## src/pkg/tmo_pkg.sv

```systemverilog
// tmo_pkg: register map, field positions and reset values for the timer
// option and interrupt register block.
// assumes a 32-bit register port that decodes the full byte addresses below.
package tmo_pkg;

    localparam int ADDR_W = 32;
    localparam int DATA_W = 32;

    // register byte addresses
    localparam logic [31:0] ADDR_T1_PENDING = 32'h4000a800;
    localparam logic [31:0] ADDR_T2_PENDING = 32'h4000a804;
    localparam logic [31:0] ADDR_T1_MISSED = 32'h4000a818;
    localparam logic [31:0] ADDR_T2_MISSED = 32'h4000a81c;
    localparam logic [31:0] ADDR_T1_ENABLE = 32'h4000a840;
    localparam logic [31:0] ADDR_T2_ENABLE = 32'h4000a844;
    localparam logic [31:0] ADDR_T1_OPTIONS = 32'h4000e050;
    localparam logic [31:0] ADDR_T2_OPTIONS = 32'h4000f050;
    // block-level interrupt status and mask
    localparam logic [31:0] ADDR_IRQ_STATUS = 32'h4000a880;
    localparam logic [31:0] ADDR_IRQ_MASK = 32'h4000a884;

    // option register fields
    localparam int OPT_TRIG_LSB = 0;
    localparam int OPT_GATE_EN = 2;
    localparam int OPT_RSVD = 3;
    localparam int OPT_REMAP_LSB = 4;
    localparam logic [7:0] OPT1_MASK = 8'h0f;
    localparam logic [7:0] OPT2_MASK = 8'hff;

    // trigger source codes
    localparam logic [1:0] TRIG_PCLK = 2'h0;
    localparam logic [1:0] TRIG_1KHZ = 2'h1;
    localparam logic [1:0] TRIG_32KHZ = 2'h2;
    localparam logic [1:0] TRIG_PIN = 2'h3;

    // interrupt flag/enable layout
    localparam int IRQ_UPDATE = 0;
    localparam int IRQ_CHAN_LSB = 1;
    localparam int IRQ_TRIGGER = 6;
    localparam logic [6:0] IRQ_MASK = 7'h5f;
    localparam int MISS_LSB = 9;
    localparam int PEND_RSVD_LSB = 9;

    // status register layout: bit 0 timer1, bit 1 timer2 missed events
    localparam int STAT_T1_MISS = 0;
    localparam int STAT_T2_MISS = 1;

    localparam logic [31:0] RESET_VALUE = 32'h0;

endpackage

```

## src/rtl/tmo_timer_irq.sv

```systemverilog
// tmo_timer_irq: pending and missed flags for one timer.
// assumes events are one-cycle pulses on clk_sys, reset already synced.
`timescale 1ns/1ps
`default_nettype none
module tmo_timer_irq (
    // clock and reset
    input wire logic clk_sys,
    input wire logic rst_n,
    // timer events: [6] trigger, [4:1] channels, [0] update
    input wire logic [6:0] event_in,
    // software write-one-to-clear for pending; missed flags take the written value
    input wire logic [6:0] pend_clr,
    input wire logic [3:0] miss_wr,
    input wire logic miss_we,
    // state
    output logic [6:0] pend_q,
    output logic [3:0] miss_q,
    output logic miss_event
);

    logic [6:0] pend_d;
    logic [3:0] miss_d;
    logic [3:0] chan_ev;
    logic [3:0] chan_pend;

    always_comb begin
        chan_ev = event_in[4:1];
        chan_pend = pend_q[4:1];
        // set wins over clear so no event is lost
        pend_d = ((pend_q & ~pend_clr) | event_in) & tmo_pkg::IRQ_MASK;
        miss_d = miss_we ? miss_wr : miss_q;
        // recurrence while still pending marks a miss
        miss_d = miss_d | (chan_ev & chan_pend);
        miss_event = |(chan_ev & chan_pend);
    end

    always_ff @(posedge clk_sys or negedge rst_n) begin
        if (!rst_n) begin
            pend_q <= '0;
            miss_q <= '0;
        end else begin
            pend_q <= pend_d;
            miss_q <= miss_d;
        end
    end
endmodule
`default_nettype wire

```

## src/rtl/tmo_regs.sv

```systemverilog
// tmo_regs: option, interrupt enable, pending and missed registers for
// two timers, with trigger select, clock gating and second timer channel pin remap.
// assumes timer events are clk_sys pulses; pins and slow clocks are async.
`timescale 1ns/1ps
`default_nettype none
module tmo_regs (
    // clock and reset
    input wire logic clk_sys,
    input wire logic nrst,
    // register port
    input wire logic [31:0] addr,
    input wire logic [31:0] wdata,
    input wire logic wr,
    input wire logic rd,
    output logic [31:0] rdata,
    // trigger sources
    input wire logic cal_1khz_clk,
    input wire logic ref_32khz_clk,
    input wire logic first_timer_ext_clock_pin,
    input wire logic second_timer_ext_clock_pin,
    input wire logic first_timer_gate_input,
    input wire logic second_timer_gate_input,
    // selected external triggers, synchronised level
    output logic t1_trigger,
    output logic t2_trigger,
    // timer events
    input wire logic [6:0] t1_events,
    input wire logic [6:0] t2_events,
    // second timer channel pin routing, 1 = port B
    output logic [3:0] chan_pin_remap,
    // interrupts
    output logic t1_irq,
    output logic t2_irq,
    output logic irq
);

    logic rst_s1_q, rst_n;
    logic [5:0] sync1_q, sync2_q;
    logic [7:0] opt1_q, opt1_d, opt2_q, opt2_d;
    logic [6:0] en1_q, en1_d, en2_q, en2_d;
    logic [1:0] stat_q, stat_d, mask_q, mask_d;
    logic [31:0] rdata_q, rdata_d;
    logic t1_trig_q, t1_trig_d, t2_trig_q, t2_trig_d;
    logic t1_irq_q, t1_irq_d, t2_irq_q, t2_irq_d, irq_q, irq_d;
    logic [3:0] remap_q, remap_d;
    logic [6:0] pend1, pend2, clr1, clr2;
    logic [3:0] miss1, miss2;
    logic miss1_ev, miss2_ev, we_miss1, we_miss2;

    function automatic logic sel_trig(input logic [7:0] opt,
                                      input logic [5:0] src, input int pin,
                                      input int gate);
        logic clk_in;
        clk_in = src[pin];
        // gate input only counts while gating is enabled
        if (opt[tmo_pkg::OPT_GATE_EN])
            clk_in = clk_in & src[gate];
        // source pick by two-bit code
        case (opt[tmo_pkg::OPT_TRIG_LSB +: 2])
            tmo_pkg::TRIG_PCLK: sel_trig = 1'b1;
            tmo_pkg::TRIG_1KHZ: sel_trig = src[0];
            tmo_pkg::TRIG_32KHZ: sel_trig = src[1];
            default: sel_trig = clk_in;
        endcase
    endfunction

    // reset release through two flops
    always_ff @(posedge clk_sys or negedge nrst) begin
        if (!nrst) begin
            rst_s1_q <= 1'b0;
            rst_n <= 1'b0;
        end else begin
            rst_s1_q <= 1'b1;
            rst_n <= rst_s1_q;
        end
    end

    // async sources pass two flops before use
    always_ff @(posedge clk_sys or negedge rst_n) begin
        if (!rst_n) begin
            sync1_q <= '0;
            sync2_q <= '0;
        end else begin
            sync1_q <= {second_timer_gate_input, first_timer_gate_input,
                        second_timer_ext_clock_pin,
                        first_timer_ext_clock_pin,
                        ref_32khz_clk, cal_1khz_clk};
            sync2_q <= sync1_q;
        end
    end

    always_comb begin
        // write-one-to-clear strobes for pending flags
        clr1 = (wr && addr == tmo_pkg::ADDR_T1_PENDING) ? wdata[6:0] : '0;
        clr2 = (wr && addr == tmo_pkg::ADDR_T2_PENDING) ? wdata[6:0] : '0;
        we_miss1 = wr && addr == tmo_pkg::ADDR_T1_MISSED;
        we_miss2 = wr && addr == tmo_pkg::ADDR_T2_MISSED;
    end

    tmo_timer_irq u_irq1 (
        .clk_sys(clk_sys),
        .rst_n(rst_n),
        .event_in(t1_events),
        .pend_clr(clr1),
        .miss_wr(wdata[tmo_pkg::MISS_LSB +: 4]),
        .miss_we(we_miss1),
        .pend_q(pend1),
        .miss_q(miss1),
        .miss_event(miss1_ev)
    );

    tmo_timer_irq u_irq2 (
        .clk_sys(clk_sys),
        .rst_n(rst_n),
        .event_in(t2_events),
        .pend_clr(clr2),
        .miss_wr(wdata[tmo_pkg::MISS_LSB +: 4]),
        .miss_we(we_miss2),
        .pend_q(pend2),
        .miss_q(miss2),
        .miss_event(miss2_ev)
    );

    always_comb begin
        opt1_d = opt1_q;
        opt2_d = opt2_q;
        en1_d = en1_q;
        en2_d = en2_q;
        mask_d = mask_q;
        // bit 3 stored as written; software keeps it zero
        if (wr) begin
            case (addr)
                tmo_pkg::ADDR_T1_OPTIONS:
                    opt1_d = wdata[7:0] & tmo_pkg::OPT1_MASK;
                tmo_pkg::ADDR_T2_OPTIONS:
                    opt2_d = wdata[7:0] & tmo_pkg::OPT2_MASK;
                tmo_pkg::ADDR_T1_ENABLE:
                    en1_d = wdata[6:0] & tmo_pkg::IRQ_MASK;
                tmo_pkg::ADDR_T2_ENABLE:
                    en2_d = wdata[6:0] & tmo_pkg::IRQ_MASK;
                tmo_pkg::ADDR_IRQ_MASK: mask_d = wdata[1:0];
                default: ;
            endcase
        end
        // missed events are sticky; set wins over write-one-clear
        stat_d = stat_q;
        if (wr && addr == tmo_pkg::ADDR_IRQ_STATUS)
            stat_d = stat_q & ~wdata[1:0];
        stat_d[tmo_pkg::STAT_T1_MISS] =
            stat_d[tmo_pkg::STAT_T1_MISS] | miss1_ev;
        stat_d[tmo_pkg::STAT_T2_MISS] =
            stat_d[tmo_pkg::STAT_T2_MISS] | miss2_ev;
    end

    always_comb begin
        rdata_d = tmo_pkg::RESET_VALUE;
        // reserved fields read zero except option bit 3, which reads back as written; software must ignore them
        if (rd) begin
            case (addr)
                tmo_pkg::ADDR_T1_PENDING: rdata_d[6:0] = pend1;
                tmo_pkg::ADDR_T2_PENDING: rdata_d[6:0] = pend2;
                tmo_pkg::ADDR_T1_MISSED: rdata_d[12:9] = miss1;
                tmo_pkg::ADDR_T2_MISSED: rdata_d[12:9] = miss2;
                tmo_pkg::ADDR_T1_ENABLE: rdata_d[6:0] = en1_q;
                tmo_pkg::ADDR_T2_ENABLE: rdata_d[6:0] = en2_q;
                tmo_pkg::ADDR_T1_OPTIONS: rdata_d[7:0] = opt1_q;
                tmo_pkg::ADDR_T2_OPTIONS: rdata_d[7:0] = opt2_q;
                tmo_pkg::ADDR_IRQ_STATUS: rdata_d[1:0] = stat_q;
                tmo_pkg::ADDR_IRQ_MASK: rdata_d[1:0] = mask_q;
                default: rdata_d = tmo_pkg::RESET_VALUE;
            endcase
        end
    end

    always_comb begin
        t1_trig_d = sel_trig(opt1_q, sync2_q, 2, 4);
        t2_trig_d = sel_trig(opt2_q, sync2_q, 3, 5);
        remap_d = opt2_q[tmo_pkg::OPT_REMAP_LSB +: 4];
        // per-timer line: pending and enabled
        t1_irq_d = |(pend1 & en1_q);
        t2_irq_d = |(pend2 & en2_q);
        irq_d = |(stat_q & mask_q);
    end

    always_ff @(posedge clk_sys or negedge rst_n) begin
        if (!rst_n) begin
            // everything clears on reset
            opt1_q <= '0;
            opt2_q <= '0;
            en1_q <= '0;
            en2_q <= '0;
            stat_q <= '0;
            mask_q <= '0;
            rdata_q <= '0;
            t1_trig_q <= 1'b0;
            t2_trig_q <= 1'b0;
            remap_q <= '0;
            t1_irq_q <= 1'b0;
            t2_irq_q <= 1'b0;
            irq_q <= 1'b0;
        end else begin
            opt1_q <= opt1_d;
            opt2_q <= opt2_d;
            en1_q <= en1_d;
            en2_q <= en2_d;
            stat_q <= stat_d;
            mask_q <= mask_d;
            rdata_q <= rdata_d;
            t1_trig_q <= t1_trig_d;
            t2_trig_q <= t2_trig_d;
            remap_q <= remap_d;
            t1_irq_q <= t1_irq_d;
            t2_irq_q <= t2_irq_d;
            irq_q <= irq_d;
        end
    end

    assign rdata = rdata_q;
    assign t1_trigger = t1_trig_q;
    assign t2_trigger = t2_trig_q;
    assign chan_pin_remap = remap_q;
    assign t1_irq = t1_irq_q;
    assign t2_irq = t2_irq_q;
    assign irq = irq_q;
endmodule
`default_nettype wire

```

## config.mk

```make
export PLATFORM = sky130hd
export DESIGN_NAME = tmo_regs
export DESIGN_NICKNAME = d
export VERILOG_FILES = /design/src/pkg/tmo_pkg.sv /design/src/rtl/tmo_timer_irq.sv /design/src/rtl/tmo_regs.sv
export SDC_FILE = /design/constraint.sdc
export NUM_CORES = 1
export LEC_CHECK = 0
export ABC_AREA = 1
export BUFFER_PORTS_ARGS = -buffer_cell sky130_fd_sc_hd__buf_2
export CAP_MARGIN = 15
export CORE_UTILIZATION = 46
export CTS_CLUSTER_SIZE = 12
export DETAILED_ROUTE_END_ITERATION = 10
export PLACE_DENSITY = 0.76
export SLEW_MARGIN = 20
export SYNTH_ARGS = -nofsm -noshare
export SYNTH_HDL_FRONTEND = slang
export SYNTH_SLANG_ARGS = --single-unit
```

## constraint.sdc

```tcl
create_clock -name clk_sys -period 2.6 [get_ports clk_sys]
set_clock_uncertainty 0.1 [all_clocks]
set_input_delay 0.26 -clock clk_sys [delete_from_list [all_inputs] [get_ports clk_sys]]
set_output_delay 0.26 -clock clk_sys [all_outputs]
set_load 0.02 [all_outputs]
```

======== Word-level counts from Yosys, hierarchy flattened ========
Cells that the tools add are included.
cells by class
  equality and inequality tests ........... 14
  mux-type cells .......................... 14
  bitwise gates (word level) .............. 19
  reduce and logical (&&, ||, !) cells .... 17
operators with widths
  cell                    count
  $eq A32 B31 Y1 const B  10
  $pmux W5 S6             1
  $and A7 B7 Y7           4
  $pmux W2 S8             1
  $mux W7                 2
  $not A7 Y7              2
  $or A7 B7 Y7            2
  $reduce_or A7 Y1        2
  $mux W13                1
  $reduce_and A2 Y1       5
  $and A4 B4 Y4           2
  $mux W4                 2
  $or A4 B4 Y4            2
  $pmux W4 S2             1
  $reduce_or A4 Y1        2
  $pmux W1 S3             2
  $logic_and A1 B1 Y1     5
  $and A2 B2 Y2           2
  $eq A2 B1 Y1 const B    2
  $eq A2 B2 Y1 const B    2
  $logic_not A2 Y1        2
  $mux W1                 3
  $and A1 B1 Y1           2
  $mux W2                 1
  3 further kinds         4
storage, ports and cells
  register bits ........................... 103
  input bits .............................. 88
  output and inout bits ................... 41
  logic and storage cells ................. 85

======== Depth between registers and ports, before layout ========
Gate-level depths: netlist of run 1.
  depth after elaboration ................. 6
  mapped depth ............................ 12
  mapped depth without buffers ............ 12

======== Modules after synthesis ========
Synthesis of run 1 repeated with hierarchy kept, for this count alone.
second synthesis, totals
  cells, all modules ...................... 492
  area total of the unflattened synthesis .. 4087.7 sq um
modules (own cells, without submodules)
  module         instances  cells an instance  area each (sq um)  sequential area each (sq um)
  tmo_regs       1          400                3254.4             1576.5
  tmo_timer_irq  2          46                 416.6              250.2

======== Worst setup path before layout of run 1 ========
Ideal clock, no wire load.
  path type ............................... input-to-reg
  start ................................... input port addr[23]
  end ..................................... register en1_q[1]
  library setup time ...................... 0.121 ns
  arrival ................................. 1.281 ns
  data required time ...................... 2.379 ns
  slack ................................... 1.098 ns
  stages .................................. 9
  path buffers ............................ 1
  cell sequence ........................... nor2_1 > nand2_1 > nor2_4 > nand2_8 > nor2_4 > nand2_1 > buf_6 > nand2_1 > o21ai_2
between the ends
  word-level cells in the longest chain between the ends .. 2
ends and longest elaborated chain
  element                      RTL line         source
  start, declared              tmo_regs.sv:11   input wire logic [31:0] addr,
  $eq A32 B31 Y1               tmo_regs.sv:132  case (addr)
  $reduce_and A2 Y1 (no line)  --
  end signal, assigned         tmo_regs.sv:204  en1_q <= en1_d;
  end, declared                tmo_regs.sv:40   logic [6:0] en1_q, en1_d, en2_q, en2_d;
No other way between the ends.
A chain may end at the register's enable or synchronous reset.

======== Worst setup path after layout of run 1 ========
  start ................................... input port addr[21]
  end ..................................... register en1_q[6]
The elaborated chain is that of the path after synthesis.

==> flow_summary.json, run 1 <==
{
  "status": "complete, no violations",
  "grt_max_degree": 68,
  "post_drt_wl_per_cell_um": 13.48,
  "cp_data_arrival_time_ns": 1.75,
  "cts.sinks": 83,
  "internal-power_mw": 1.727,
  "powerDensity_nw_per_um2": 488.8,
  "critPathLaunch": "addr[21]",
  "syn_to_final_growth_pct": 19.70,
  "wl_met2_um": 4550,
  "cts_buffer_depth": 2,
  "drive_gt1_frac": 0.2630,
  "gp_congestion": 0.8470,
  "period_needed_ns": 1.600,
  "reg2reg_to": "t1_irq$_DFF_PN0_",
  "crit_end": "en1_q[6]$_DFFE_PN0P_",
  "worstMarginPinSlew_ns": 0.5127,
  "yosysSeqAreaShare": 0.5149,
  "cp-end-kind": "register",
  "clkTransAtPathRegs_ns": 0.09,
  "p_seq_frac": 0.555,
  "nNetsFinal": 661,
  "ant_nets": 0,
  "min_path_type": "in -> reg",
  "crit_type": "in -> reg",
  "ios": 129,
  "netlist_area_um2": 4034,
  "firstDrtPassIters": 4,
  "drt_iter0_drc": 181,
  "grt_pass1_vias": 3119,
  "antenna_found_initial": 0,
  "min_period_over_period": 0.6155,
  "cts-buffers-inserted": 9,
  "fp.dieH_um": 95.65,
  "max-vdd-ir-drop_uv": 251.8,
  "cts_tree": "done",
  "drv_cap": 0,
  "final_hold_viol_count": 0,
  "grt_usage": 0.2172,
  "met3_wirelength_um": 616,
  "critPathMaxFanout": 12,
  "post_cts_buffers": 0,
  "cpMostUsedCell": "nand2_1",
  "power_switching_mw": 0.6330,
  "dr.max_layer_used": "met4",
  "p_leak_nw": 2.549,
  "setup_tns_ns": 0,
  "grt_overflow": 0,
  "preCtsSetupSlack_ns": 0.6356,
  "grt_setup_unrepaired": "false",
  "htree_levels": 3,
  "slew_headroom": 0.6574,
  "totalWireLength_um": 9210,
  "num_antenna_cells": 0,
  "slowest_delay_ns": 0.36,
  "max_freq_ghz": 0.6248,
  "initial_utilization": 0.4836,
  "cts-root-buf": "clkbuf_8",
  "combPwrFrac": 0.081,
  "ys_ff_latch": 83,
  "dr_total_vias": 3348,
  "rr_worst_depth": 3,
  "slowest_stage": "nand2_1",
  "grt_pass1_wl_um": 14560,
  "worstSkewPairLatency_ns": 0.37,
  "drv_slew": 0,
  "setup_ws_ns": 0.9996,
  "m1WireLength_um": 3851,
  "setup_viol": 0,
  "drcViolationCount": 0,
  "avgViaCountPerCell": 4.902,
  "die_w_um": 95.65,
  "pwr-share-clk": 0.364,
  "crit_required_ns": 2.74,
  "critical_path.cell_chain": "buf_2 > nor2_1 > nand2_1 > nor2_4 > nand2_8 > nor2_4 > nand2_1 > nand2_1 > o21ai_2",
  "dieArea_um2": 9148,
  "core_um2": 8341,
  "dp_hpwl_um": 6960,
  "ys_types": 31,
  "portBuffers": 86,
  "hold_buffers": 15,
  "synthCells": 465,
  "r2r-start": "u_irq1.pend_q[3]$_DFF_PN0_",
  "rows": 33,
  "worstSetupStartpointType": "primary input",
  "swShare": 0.2682,
  "ctsResizeCount": 0,
  "yosys_warnings": 0,
  "syn_avg_cell_area_um2": 8.675,
  "rrSetupSlack_ns": 1.30,
  "power_mw": 2.360
}
==> critical path: cells and delay by family <==
kind                   cells  cell delay (ns)
buffers and inverters      1             0.09
AO/OA/AOI/OAI              1             0.07
AND/OR/NAND/NOR            7             1.30
==> power by group through the flow <==
stage	combinational, mW	clock, mW	sequential (mW)
3_5_place_dp	0.174	0	1.34
3_3_place_gp	0.170	0	1.34
6_report	0.190	0.859	1.31
2_1_floorplan	0.0936	0	1.35
5_1_grt	0.210	0.930	1.31
4_1_cts	0.191	0.873	1.31
==> layout make-up <==
| type | instances | area, µm² |
|---|---|---|
| Clock buffer | 10 | 127.6 |
| Sequential cell | 83 | 2081 |
| Tap cell | 105 | 131.4 |
| Timing Repair Buffer | 102 | 600.6 |
| Fill cell | 776 | 3512 |
| Clock inverter | 6 | 48.80 |
| Inverter | 54 | 205.2 |
| Multi-Input combinational cell | 323 | 1634 |
==> cells in the final DEF, fill, tap and decap left out, types with 2 or more instances in the layout <==
cell / count
dlygate4sd3_1: 15
conb_1: 21
o22ai_1: 3
buf_2: 86
nand2_2: 8
o2111ai_1: 2
o21ai_2: 14
nor3_1: 4
nand3_1: 20
o21ai_0: 27
inv_1: 46
nor2_2: 4
dfrtp_1: 82
clkinvlp_4: 3
nand2_1: 143
a22o_1: 2
nor2_4: 8
nor2_8: 4
inv_6: 3
nand4_1: 2
nor3_4: 2
clkbuf_8: 9
a21oi_1: 6
o21bai_1: 4
o211ai_1: 3
nor2_1: 42
inv_2: 6
==> synth_stat cells <==
cell       instances  area [µm²]
buf_6              3       33.78
o21ai_0           27       135.1
nor3_1             4       20.02
dfrtp_1           83        2077
nor2_8             4       80.08
o22ai_1            3       18.77
inv_1             46       172.7
inv_2              6       22.52
o21bai_1           4       30.03
nor3_4             2       32.53
nand3_1           20       100.1
conb_1             2       7.510
nor2_4             8       90.09
nand4_1            2       12.51
nand4_4            1       21.27
buf_2              1       5.000
a21oi_1            6       30.03
a22o_1             2       17.52
nor2_2             4       25.02
o211ai_1           3       22.52
nand2_1          143       536.8
clkinv_1           1       3.750
nand2_2            8       50.05
o21ai_2           14       122.6
o2111ai_1          2       17.52
inv_4              1       6.260
and3_1             1       6.260
nor2_1            42       157.7
nand2_8            1       20.02
a221oi_1           1       8.760
buf_4             20       150.1
==> metal layers <==
layer / vias to the layer above / GRT usage
met2: 125 / 0.3607
li1: 1640 / -
met3: 17 / 0.04785
met4: 0 / 0.09453
met5: - / 0
met1: 1566 / 0.2717
==> sequential cells by signal, summed over array words and instances (netlist names), 2 cells and up <==
signal and cells:
u_irq2.miss_q 4, en1_q 6, sync2_q 6, en2_q 6, opt2_q 8, u_irq1.miss_q 4
stat_q 2, chan_pin_remap 4, mask_q 2, opt1_q 4, sync1_q 6, u_irq2.pend_q 6
u_irq1.pend_q 6, rdata 12
==> cells by family after synthesis <==
logic type	Yosys count	synth area share
AOI/OAI and AO/OA	62	0.09988
buffers and inverters	78	0.09770
DFF	83	0.5149
other	2	0.001862
and+or+nand+nor	240	0.2857
==> worst min-delay path by stage <==
stage | startpoint | end | slack, ns | depth (start not counted)
final | t2_events[3] | u_irq2.pend_q[3]$_DFF_PN0_ | 0.01 | 3
after global routing | t2_events[4] | u_irq2.pend_q[4]$_DFF_PN0_ | 0.01 | 2
after CTS | t2_events[2] | u_irq2.pend_q[2]$_DFF_PN0_ | 0.001 | 3
after global placement | nrst | rst_s1_q$_DFF_PN0_ | -0.05 | 1
after detailed placement | nrst | rst_s1_q$_DFF_PN0_ | -0.05 | 1
after floorplan | nrst | rst_n$_DFF_PN0_ | -0.14 | 0
==> per-stage QoR <==
| step | instance area (µm²) | util | hold WS [ns] | cells |
|---|---|---|---|---|
| floorplan | 4105 | - | -0.1356 | 484 |
| global placement | 4502 | 0.5398 | -0.05069 | 652 |
| detailed placement | 4502 | 0.5398 | -0.04812 | 652 |
| CTS | 4828 | 0.5789 | 0.001386 | 683 |
| global route | 4828 | 0.5789 | 0.01166 | 683 |
| finish | 4828 | 0.5789 | 0.01397 | 683 |
Note: power is estimated with default switching activity, not from simulation.
==> run 2, diff against run 1 <==
--- a/config.mk
+++ b/config.mk
@@ -8,10 +8,10 @@
 export ABC_AREA = 1
 export BUFFER_PORTS_ARGS = -buffer_cell sky130_fd_sc_hd__buf_2
 export CAP_MARGIN = 15
-export CORE_UTILIZATION = 46
+export CORE_UTILIZATION = 50
 export CTS_CLUSTER_SIZE = 12
 export DETAILED_ROUTE_END_ITERATION = 10
-export PLACE_DENSITY = 0.76
+export PLACE_DENSITY = 0.79
 export SLEW_MARGIN = 20
 export SYNTH_ARGS = -nofsm -noshare
 export SYNTH_HDL_FRONTEND = slang
==> constraint.sdc (replaced) <==
create_clock -name clk_sys -period 1.65 [get_ports clk_sys]
set_clock_uncertainty 0.1 [all_clocks]
set_input_delay 0.165 -clock clk_sys [delete_from_list [all_inputs] [get_ports clk_sys]]
set_output_delay 0.165 -clock clk_sys [all_outputs]
set_load 0.02 [all_outputs]
==> flow_summary.json, run 2 (synthesis gave the netlist of run 1 again) <==
{
  "status": "complete, no violations",
  "drive_gt1_frac": 0.2641,
  "largest_reg_flops": 12,
  "cts_buffer_depth": 2,
  "cp-end-kind": "register",
  "cp_data_arrival_time_ns": 1.53,
  "gp_congestion": 0.9008,
  "grt_pass1_wl_um": 15430,
  "ant_nets": 0,
  "hold_buffers": 31,
  "ctsResizeCount": 0,
  "worstSkewPairLatency_ns": 0.36,
  "clkTransAtPathRegs_ns": 0.09,
  "final_cell_area_um2": 5049,
  "min_path_type": "in -> reg",
  "grt_overflow": 0,
  "preCtsSetupSlack_ns": -0.08654,
  "setup_tns_ns": 0,
  "die_w_um": 91.82,
  "cts.sinks": 83,
  "syn_to_final_growth_pct": 25.16,
  "grt_max_degree": 35,
  "cts-root-buf": "clkbuf_8",
  "ios": 129,
  "whs_ns": 0.02051,
  "initial_utilization": 0.5193,
  "crit_type": "in -> reg",
  "firstDrtPassIters": 5,
  "period_needed_ns": 1.387,
  "rrSetupSlack_ns": 0.36,
  "critPathMaxFanout": 7,
  "dpl.cell_count": 656,
  "portBuffers": 86,
  "dr_total_vias": 3492,
  "cts-buffers-inserted": 9,
  "fp.dieH_um": 91.82,
  "power_mw": 3.739,
  "post_drt_wl_per_cell_um": 13.45,
  "drcViolationCount": 0,
  "drv_cap": 0,
  "antenna_found_initial": 0,
  "post_cts_buffers": 0,
  "cts_tree": "done",
  "post_dp_cell_area_um2": 4551,
  "totalWireLength_um": 9467,
  "min_period_over_period": 0.8409,
  "grt_setup_unrepaired": "false",
  "p_leak_nw": 2.652,
  "drv_slew": 0,
  "nNetsFinal": 685,
  "crit_required_ns": 1.80,
  "final_hold_viol_count": 0,
  "core_um2": 7767,
  "grt_pass1_vias": 3381,
  "final_common_cell": "nand2_1",
  "htree_levels": 3,
  "max_freq_ghz": 0.7207,
  "num_antenna_cells": 0,
  "grt_usage": 0.2400,
  "powerDensity_nw_per_um2": 740.5,
  "worstSetupStartpointType": "primary input",
  "drt_iter0_drc": 302,
  "max-vdd-ir-drop_uv": 452.7,
  "dieArea_um2": 8431,
  "fin_util": 0.6500,
  "stdcell_count": 704,
  "setup_viol": 0,
  "setup_ws_ns": 0.2626,
  "dp_hpwl_um": 6930,
  "layout_common_cells": "nand2_1 (143), buf_2 (86), dfrtp_1 (82)",
  "rows": 32,
  "avgViaCountPerCell": 4.960
}
-- run 2: final cells by class --
cell class | count | area, µm²
Multi-Input combinational cell | 323 | 1634
Clock inverter | 6 | 50.05
Fill cell | 673 | 2719
Timing Repair Buffer | 126 | 823.3
Clock buffer | 10 | 127.6
Sequential cell | 83 | 2081
Inverter | 54 | 205.2
Tap cell | 102 | 127.6
-- run 2: routing by layer --
layer  global-route usage  wire length [µm]  share of wire  vias up
met1               0.2876              3806           0.40     1614
met2               0.4066              4711           0.50      151
met3              0.04312               544          0.057       34
met5                    0                 0              0        -
met4               0.1380               404          0.043        0
li1                     -                 -              -     1693
-- run 2: path summary, 6_finish.rpt --
path,start,endpoint,cells after the start
worst max-delay path,addr[9],u_irq1.pend_q[0]$_DFF_PN0_,9
worst min-delay path,rd,rdata[6]$_DFF_PN0_,3
worst max register to register,u_irq1.pend_q[3]$_DFF_PN0_,t1_irq$_DFF_PN0_,3
worst min register to register,rst_n$_DFF_PN0_,sync2_q[3]$_DFF_PN0_,0
max in group asynchronous,nrst,rst_n$_DFF_PN0_,3
min in group asynchronous,rst_n$_DFF_PN0_,sync2_q[3]$_DFF_PN0_,0
-- run 2: worst max-delay path, stage by stage --
cell and delay [ns]:
buf_2 0.09, nor2_1 0.17, nand2_2 0.11, nor2_8 0.18, nand2_1 0.11, nor2_4 0.20, nand2_1 0.19, o21ai_0 0.24
nand2_1 0.07
-- run 2: power breakdown --
part | total, mW | internal (mW) | switching, mW
clock | 1.33 | 0.562 | 0.773
sequential | 2.07 | 2.05 | 0.0167
combinational | 0.335 | 0.139 | 0.196
